`src/rtl/sram_port_regs.vh`:
```
// widths and depths of the synchronous sram input port
`ifndef SRAM_PORT_REGS_VH
`define SRAM_PORT_REGS_VH
`define SIP_DATA_W 36
`define SIP_NARROW_W 18
`define SIP_LANES 4
`define SIP_LANE_W 9
`define SIP_ADDR_W 22
`define SIP_FIFO_DEPTH 16
`define SIP_FIFO_AW 4
`define SIP_MEM_AW 4
`define SIP_WIDE 1
`endif

```
`src/rtl/sync_sram_input_port.v`:
```
// command, address and byte-write input port of a two-port burst-of-two sram
`timescale 1ns/1ns
`include "sram_port_regs.vh"

// ==========================================================
// write command fifo
module sip_fifo #(
  parameter W = 8,
  parameter DEPTH = `SIP_FIFO_DEPTH,
  parameter AW = `SIP_FIFO_AW
) (
  input wire mclk,
  input wire srst,
  input wire [W-1:0] inData,
  input wire inValid,
  output wire inReady,
  output wire [W-1:0] outData,
  output wire outValid,
  input wire outReady
);
  localparam [31:0] DEPTH_WORD = DEPTH;
  localparam [AW:0] FULL = DEPTH_WORD[AW:0];
  reg [W-1:0] store [0:DEPTH-1];
  reg [AW-1:0] wPtr;
  reg [AW-1:0] rPtr;
  reg [AW:0] count;
  wire push = inValid && inReady;
  wire pop = outValid && outReady;
  assign inReady = (count != FULL);
  assign outValid = (count != {(AW+1){1'b0}});
  assign outData = store[rPtr];
  always @(posedge mclk) begin
    if (push) begin
      store[wPtr] <= inData;
    end
  end
  always @(posedge mclk) begin
    if (srst) begin
      wPtr <= {AW{1'b0}};
      rPtr <= {AW{1'b0}};
      count <= {(AW+1){1'b0}};
    end else begin
      if (push) begin
        wPtr <= wPtr + 1'b1;
      end
      if (pop) begin
        rPtr <= rPtr + 1'b1;
      end
      case ({push, pop})
        2'b10: count <= count + 1'b1;
        2'b01: count <= count - 1'b1;
        default: count <= count;
      endcase
    end
  end
endmodule

// ==========================================================
// input port top
// Behaviour
// RULE1 - read address captured on true clock rise
// RULE2 - write address captured on complement clock rise
// RULE3 - deselected: address ignored, no access
// RULE4 - read select low starts read
// RULE5 - write select low starts write
// RULE6 - only enabled byte lanes are stored
// RULE7 - lane enables sampled with their data beat
// RULE8 - two beats, each with own enables
// RULE9 - control on true clock, data both
// RULE10 - narrow uses lower eighteen data bits
// RULE11 - both selects high: no new access
// RULE12 - read and write accepted together
module sync_sram_input_port #(
  parameter DW = `SIP_DATA_W,
  parameter LANES = `SIP_LANES,
  parameter AW = `SIP_ADDR_W,
  parameter MEM_AW = `SIP_MEM_AW,
  parameter WIDE = `SIP_WIDE
) (
  input wire mclk,
  input wire srst,
  input wire kClk,
  input wire kClkN,
  input wire readSelN,
  input wire writeSelN,
  input wire [AW-1:0] sharedAddrBus,
  input wire [LANES-1:0] byteLaneWriteN,
  input wire [DW-1:0] writeData,
  output reg rdValid,
  output reg [AW-1:0] rdAddr,
  output reg [DW-1:0] rdData0,
  output reg [DW-1:0] rdData1,
  output reg wrBusy,
  output reg wrDropped
);
  localparam FW = AW + 2 * (DW + LANES);

  // ==========================================================
  // lane mask, narrow organisation drops the upper lanes
  function [DW-1:0] laneMask;
    input [LANES-1:0] beN;
    integer i;
    begin
      laneMask = {DW{1'b0}};
      for (i = 0; i < LANES; i = i + 1) begin
        if (!beN[i] && (WIDE != 0 || i * `SIP_LANE_W < `SIP_NARROW_W)) begin // see RULE10
          laneMask[i*`SIP_LANE_W +: `SIP_LANE_W] = {`SIP_LANE_W{1'b1}}; // see RULE6
        end
      end
    end
  endfunction

  // ==========================================================
  // pin synchronisers
  reg [1:0] kSync;
  reg [1:0] knSync;
  reg [1:0] rSync;
  reg [1:0] wSync;
  reg [AW-1:0] addrS1;
  reg [AW-1:0] addrS2;
  reg [DW-1:0] dataS1;
  reg [DW-1:0] dataS2;
  reg [LANES-1:0] beS1;
  reg [LANES-1:0] beS2;
  reg kPrev;
  reg knPrev;
  always @(posedge mclk) begin
    if (srst) begin
      kSync <= 2'b00;
      knSync <= 2'b00;
      rSync <= 2'b11;
      wSync <= 2'b11;
      kPrev <= 1'b0;
      knPrev <= 1'b0;
    end else begin
      kSync <= {kSync[0], kClk};
      knSync <= {knSync[0], kClkN};
      rSync <= {rSync[0], readSelN};
      wSync <= {wSync[0], writeSelN};
      kPrev <= kSync[1];
      knPrev <= knSync[1];
    end
  end
  always @(posedge mclk) begin
    addrS1 <= sharedAddrBus;
    addrS2 <= addrS1;
    dataS1 <= writeData;
    dataS2 <= dataS1;
    beS1 <= byteLaneWriteN;
    beS2 <= beS1;
  end
  wire kRise = kSync[1] && !kPrev;
  wire knRise = knSync[1] && !knPrev;

  // ==========================================================
  // command capture
  reg wrPending;
  reg [DW-1:0] beat0Data;
  reg [LANES-1:0] beat0BeN;
  wire fifoInReady;
  wire wrPush = knRise && wrPending;
  wire [FW-1:0] fifoIn = {addrS2, beS2, dataS2, beat0BeN, beat0Data}; // see RULE2
  wire [FW-1:0] fifoOut;
  wire fifoOutValid;
  reg beatSel;
  reg [DW-1:0] store [0:(2 << MEM_AW)-1];
  always @(posedge mclk) begin
    if (srst) begin
      wrPending <= 1'b0;
      beat0Data <= {DW{1'b0}};
      beat0BeN <= {LANES{1'b1}};
      rdValid <= 1'b0;
      rdAddr <= {AW{1'b0}};
      rdData0 <= {DW{1'b0}};
      rdData1 <= {DW{1'b0}};
      wrBusy <= 1'b0;
      wrDropped <= 1'b0;
    end else begin
      rdValid <= 1'b0;
      wrBusy <= !fifoInReady;
      if (kRise && !rSync[1]) begin // see RULE4, RULE1, RULE12, RULE3
        rdValid <= 1'b1;
        rdAddr <= addrS2;
        // unused upper lanes of the narrow organisation read as zero
        rdData0 <= store[{addrS2[MEM_AW-1:0], 1'b0}] & laneMask({LANES{1'b0}}); // see RULE10
        rdData1 <= store[{addrS2[MEM_AW-1:0], 1'b1}] & laneMask({LANES{1'b0}}); // see RULE10
      end
      if (kRise) begin
        wrPending <= !wSync[1]; // see RULE5, RULE9, RULE11
        beat0Data <= dataS2; // see RULE8
        beat0BeN <= beS2; // see RULE7
      end else if (wrPush) begin
        wrPending <= 1'b0;
        if (!fifoInReady) begin
          wrDropped <= 1'b1;
        end
      end
    end
  end

  sip_fifo #(
    .W(FW),
    .DEPTH(`SIP_FIFO_DEPTH),
    .AW(`SIP_FIFO_AW)
  ) writeQueue (
    .mclk(mclk),
    .srst(srst),
    .inData(fifoIn),
    .inValid(wrPush),
    .inReady(fifoInReady),
    .outData(fifoOut),
    .outValid(fifoOutValid),
    .outReady(beatSel)
  );

  // ==========================================================
  // array write, one beat per cycle
  wire [DW-1:0] drainData = beatSel ? fifoOut[2*DW+LANES-1 -: DW] : fifoOut[DW-1:0];
  wire [LANES-1:0] drainBeN = beatSel ? fifoOut[2*DW+2*LANES-1 -: LANES]
                                      : fifoOut[DW+LANES-1 -: LANES];
  wire [MEM_AW-1:0] drainAddr = fifoOut[2*DW+2*LANES +: MEM_AW];
  wire [DW-1:0] drainMask = laneMask(drainBeN);
  wire [MEM_AW:0] drainIdx = {drainAddr, beatSel};
  always @(posedge mclk) begin
    if (srst) begin
      beatSel <= 1'b0;
    end else if (fifoOutValid) begin
      beatSel <= !beatSel;
    end
  end
  always @(posedge mclk) begin
    if (fifoOutValid) begin
      store[drainIdx] <= (store[drainIdx] & ~drainMask) | (drainData & drainMask); // see RULE6
    end
  end
endmodule

```
`config.mk`:
```
export PLATFORM = sky130hd
export DESIGN_NAME = sync_sram_input_port
export DESIGN_NICKNAME = d
export VERILOG_FILES = /design/src/rtl/sync_sram_input_port.v
export VERILOG_INCLUDE_DIRS = /design/src /design/src/rtl
export SDC_FILE = /design/constraint.sdc
export NUM_CORES = 2
export LEC_CHECK = 0
export ABC_CLOCK_PERIOD_IN_PS = 10100
export BUFFER_PORTS_ARGS = -buffer_cell sky130_fd_sc_hd__buf_2
export CORE_UTILIZATION = 30
export DETAILED_ROUTE_END_ITERATION = 8
export MAX_ROUTING_LAYER = met4
export PLACE_DENSITY = 0.53
export SKIP_LAST_GASP = 1
export SLEW_MARGIN = 20
export SYNTH_ARGS = -nofsm -noshare
export SYNTH_HDL_FRONTEND = slang
export SYNTH_SLANG_ARGS = --single-unit
```
`constraint.sdc`:
```
create_clock -name mclk -period 10.1 [get_ports mclk]
set_input_delay 0 -clock mclk [delete_from_list [all_inputs] [get_ports mclk]]
set_output_delay 0 -clock mclk [all_outputs]
set_load 0.01 [all_outputs]
```
# After elaboration in Yosys (flattened, before gate mapping)
# Memories as Yosys holds them, arrays and structs flattened. A register that Yosys moved wholly into a read port is not among the register bits.
# Cells that the tools add are included.
# word_totals
elab_cells	70
regBits	214
mem_count	2
mem_bits_rw	2784
# memory_table
memory	words	word_bits	read_ports	rd_ports_with_merged_regs	write_ports	line_no	text
writeQueue.store	16	102	1	1	1	sync_sram_input_port.v:23	reg [W-1:0] store [0:DEPTH-1];
store	32	36	3	2	1	sync_sram_input_port.v:166	reg [DW-1:0] store [0:(2 << MEM_AW)-1];
# op_classes
n_mux	16
reduce_logical	16
n_eq_ne	3
n_addsub	4
n_bitwise	6
# ops
op	n
$and A36 B36 Y36	2
$mux W36	1
$mux W9	4
$not A36 Y36	1
$or A36 B36 Y36	1
$mux W4	3
$pmux W5 S2	1
$add A4 B1 Y4 const B	2
$mux W1	7
$logic_and A1 B1 Y1	6
$logic_not A1 Y1	6
$add A5 B1 Y5 const B	1
$ne A5 B5 Y1 const B	1
$reduce_bool A5 Y1	1
$sub A5 B1 Y5 const B	1
$reduce_bool A2 Y1	2
$reduce_and A3 Y1	1
$eq A2 B1 Y1 const B	1
$eq A2 B2 Y1 const B	1
$not A1 Y1	2

# Depth between registers and ports, before layout
# depth
depth_word	6
depth_mapped	18
mapped_depth_nobuf	14

# By module
# A second synthesis with hierarchy kept.
# unflattened
hier_cells	6034
area_unflattened_um2	122236.0
# modules_own_cells
mod	cells_per_inst	area_each_um2	seq_area_each_um2	instances
sip_fifo	2617	61881.8	49347.3	1
sync_sram_input_port	3417	60354.1	40058.4	1

# Least setup slack after synthesis
# OpenSTA, ideal clock, no wires.
# synth_timing
path_kind	reg2reg
startpoint	reg writeQueue.count[2]
endpoint	mem writeQueue.store[3][0] in the netlist's numbering, enable pin
path_stages_with_launch	6
arrival_ns	6.998
path_slack_ns	2.472
n_path_buf	1
setup_ns	0.630
period_less_slack_ns	7.628
cell_sequence	dfxtp_1 > clkbuf_1 > nor4_1 > a21oi_1 > nand2_1 > nor3_1
# synth_between
elab_chain_len	4
# synth_lines
item	line_no	text
start, declared	sync_sram_input_port.v:26	reg [AW:0] count;
start signal, assigned	sync_sram_input_port.v:41	count <= {(AW+1){1'b0}};
start signal, assigned	sync_sram_input_port.v:50	2'b10: count <= count + 1'b1;
start signal, assigned	sync_sram_input_port.v:51	2'b01: count <= count - 1'b1;
$ne A5 B5 Y1	sync_sram_input_port.v:29	assign inReady = (count != FULL);
$logic_and A1 B1 Y1	sync_sram_input_port.v:27	wire push = inValid && inReady;
$mux W1	sync_sram_input_port.v:33	if (push) begin
$mux W1 (implied by the code)	sync_sram_input_port.v:34	store[wPtr] <= inData;
end, declared	sync_sram_input_port.v:23	
# No other way between the ends.

==> flow_metrics.tcl <==
set metrics [dict create \
    root_buffer "clkbuf_16" \
    drtIter0Drc 6423 \
    grt_overflow_total 0 \
    synth_seq_area_share 0.724 \
    cts_tree "yes" \
    worstPathArrival_ns 6.37 \
    detail-route-antenna-nets 0 \
    min-delay-path-class "in -> reg" \
    viasPerCell 5.30 \
    finalHoldViolCount 0 \
    clk_latency_ns 0.87 \
    worstSetupEndpointType "register" \
    cp_slowest_stage_delay_ns 0.65 \
    area_growth_syn_to_layout_pct 16.3 \
    dieWidth_um 612 \
    first_pass_iters 5 \
    cts_made_buffers 297 \
    grt_max_degree 123 \
    num_io_pins 165 \
    detail_route.drc_violations 0 \
    synth_edf_count 2496 \
    final_design_area_no_fill_sq_um 130000 \
    fp-row-count 223 \
    finalWirelength_mm 321 \
    setup_total_negative_slack_ns 0 \
    cp_num_buf_inv 3 \
    min_period_over_period 0.589 \
    cp_common_cell "buf_12" \
    startpoint_type "register" \
    clock_tree.htree_level_count 5 \
    fin_worst_skew_ns 0.0794 \
    timing.critical_path.cells "buf_12 > buf_12 > buf_12 > mux4_2 > mux4_2 > mux2i_1 > nand2_1 > o21a_1" \
    maxCapViolations 0 \
    gp_congestion 0.823 \
    period_minus_slack_ns 5.95 \
    critical_path_class "reg -> reg" \
    postPlaceCellArea_sq_um 119000 \
    final_critical_path_setup_slack_ns 4.15 \
    drt-wirelength-per-cell_um 30.1 \
    maxClockFrequency_mhz 168 \
    hold_ws_ns 0.127 \
    power_per_cell_area_nw_per_um2 185 \
    cts.sink_count 2786 \
    timing.critical_path.max_delay_family "buffers and inverters" \
    critPathRequiredTime_ns 10.53 \
    dp.final_hpwl_mm 174 \
    core_region_area_sq_um 369000 \
    final.fill_count 34271 \
    slew_at_the_pin_closest_to_its_max_slew_limit_ns 1.15 \
    synth.yosys.warnings 0 \
    leakage_nw 39.2 \
    postSynthAreaPerCell_sq_um 22.0 \
    antenna_found_initial 11 \
    post_cts.repair.setup_buffers 0 \
    final-setup-viol-count 0 \
    post_synthesis_net_count 5143 \
    power_mw 24.0 \
    drive_above_1_share 0.338 \
    worst_rel_slew_slack 0.215 \
    maximum_clock_insertion_buffer_count 4 \
    netlist_area_sq_um 112000 \
    number_of_instances_in_the_synthesized_netlist 5067 \
    detailroute.via_count 56440 \
    clock_input_transition_at_the_sequential_cells_of_the_worst_setup_and_hold_paths_ns 0.06 \
    critical_path_peak_fanout 90 \
    die_h_um 612 \
    crit_slowest_cell "buf_12" \
    via_count_of_the_first_global_routing_pass 57742 \
    slew_violations 0 \
    ys_ff_latch 2786 \
    holdBufCountCts 133 \
    rsz0062_at_grt "false" \
    irDropWorstVdd_uv 133 \
    initial_utilization 0.302 \
    place_worst_setup_slack_ns 4.06 \
    run_status "complete, no violations" \
    port_buffers 164 \
    floorplan.die_area_sq_um 374000 \
    globalRouteTotalUtil 0.173 \
    synthDistinctLibCells 47 \
    cts-resized-gates 0 \
    synthFlopType "edfxtp_1" \
    fraction_of_registers_with_async_set_reset 0 \
    net_count_of_the_finished_layout 5543 \
    grt_pass1_wl_mm 451 \
]
==> report_power, final <==
group | switching, mW | leakage [nW] | total [mW] | internal [mW]
clock | 4.50 | 4.77 | 11.0 | 6.46
sequential | 0.0880 | 24.9 | 12.6 | 12.5
combinational | 0.216 | 9.48 | 0.425 | 0.209
total | 4.80 | 39.2 | 24.0 | 19.2
==> placed cells by master, fill, tap and decap left out, types with 12 or more instances in the layout <==
cell type	instances
mux2i_1	59
a22oi_1	125
mux2_2	13
o21a_1	32
edfxtp_1	2496
bufinv_16	22
a22oi_2	27
clkbuf_1	58
buf_2	163
inv_1	12
a21oi_1	128
dfxtp_1	281
nand2_1	292
clkbuf_8	40
clkinv_1	30
nand4_1	37
nor2_4	38
clkbuf_16	309
mux4_2	1052
clkinv_2	48
dlygate4sd3_1	133
nor2_1	24
o22ai_1	12
buf_4	125
==> registers in the layout, indices dropped and copies added (netlist names), 2 cells and up, named ones only <==
signal	cells
addrS1	22
addrS2	22
beS1	4
beS2	4
beat0BeN	4
beat0Data	36
dataS1	36
dataS2	36
kSync	2
knSync	2
rSync	2
rdAddr	22
rdData0	36
rdData1	36
store	1152
wSync	2
writeQueue.count	5
writeQueue.rPtr	4
writeQueue.store	1344
writeQueue.wPtr	4
==> synthesized netlist by cell type (all sizes together) (12+ instances only) <==
cell,n,area share
nor2,62,0.0021
nand4,37,0.0021
nand2,292,0.0098
o22ai,12,0.00067
dfxtp,290,0.052
mux2,13,0.0013
buf,151,0.0093
o21a,35,0.0024
clkbuf,186,0.0063
inv,12,0.00040
a22oi,152,0.011
a21oi,128,0.0057
mux2i,68,0.0064
edfxtp,2496,0.67
mux4,1053,0.21
==> cell families (layout without fill, tap and decap cells) <==
family          Yosys count  after routing  share of synthesized area
compound gates          335            335                     0.0208
xor+xnor                 11             11                   0.000864
fa+ha+maj                 8              8                   0.000897
buf+inv                 350            981                     0.0160
flops                  2786           2786                      0.724
mux                    1134           1134                      0.220
other cells               0              2                          0
simple gates            443            443                     0.0172
==> routing by layer <==
| metal | part of all wire | track usage | vias to the layer above | routed length (um) |
|---|---|---|---|---|
| met1 | 0.42 | 0.233 | 30985 | 134000 |
| met2 | 0.49 | 0.278 | 2541 | 156000 |
| met3 | 0.071 | 0.0255 | 489 | 22800 |
| met4 | 0.025 | 0.0427 | 0 | 8140 |
| met5 | 0 | - | - | 0 |
| li1 | - | - | 22425 | - |
==> area by class of cell <==
cell class | count | area (sq um) | share of cell area
Sequential cell | 2786 | 80800 | 0.623
Multi-Input combinational cell | 1931 | 29500 | 0.227
Clock buffer | 408 | 8510 | 0.0656
Tap cell | 4950 | 6190 | 0.0478
Timing Repair Buffer | 438 | 3460 | 0.0267
Clock inverter | 122 | 1230 | 0.00945
Inverter | 13 | 50.0 | 0.000386
Antenna cell | 2 | 5.00 | 0.0000386
==> worst reg2reg max path: stages (launching register included) <==
cell and delay [ns]:
dfxtp_4 0.60, buf_12 0.56, buf_12 0.69, buf_12 0.70
mux4_2 0.78, mux4_2 0.49, mux2i_1 0.64, nand2_1 0.47
o21a_1 0.57
==> stage by stage <==
step	cells	utilization
after floorplan	5067	-
after global placement	9979	0.321
after detailed placement	9983	0.321
after CTS	10646	0.351
after global routing	10648	0.351
final	10650	0.351
==> final timing paths <==
path              from       endpoint  slack (ns)  cells past startpoint
max           register  store[11][28]        4.15                      8
min               srst        rdValid        0.13                      3
max reg2reg   register  store[11][28]        4.15                      8
min reg2reg  dataS1[4]      dataS2[4]        0.32                      0
Note: power is estimated with default switching activity, not from simulation.
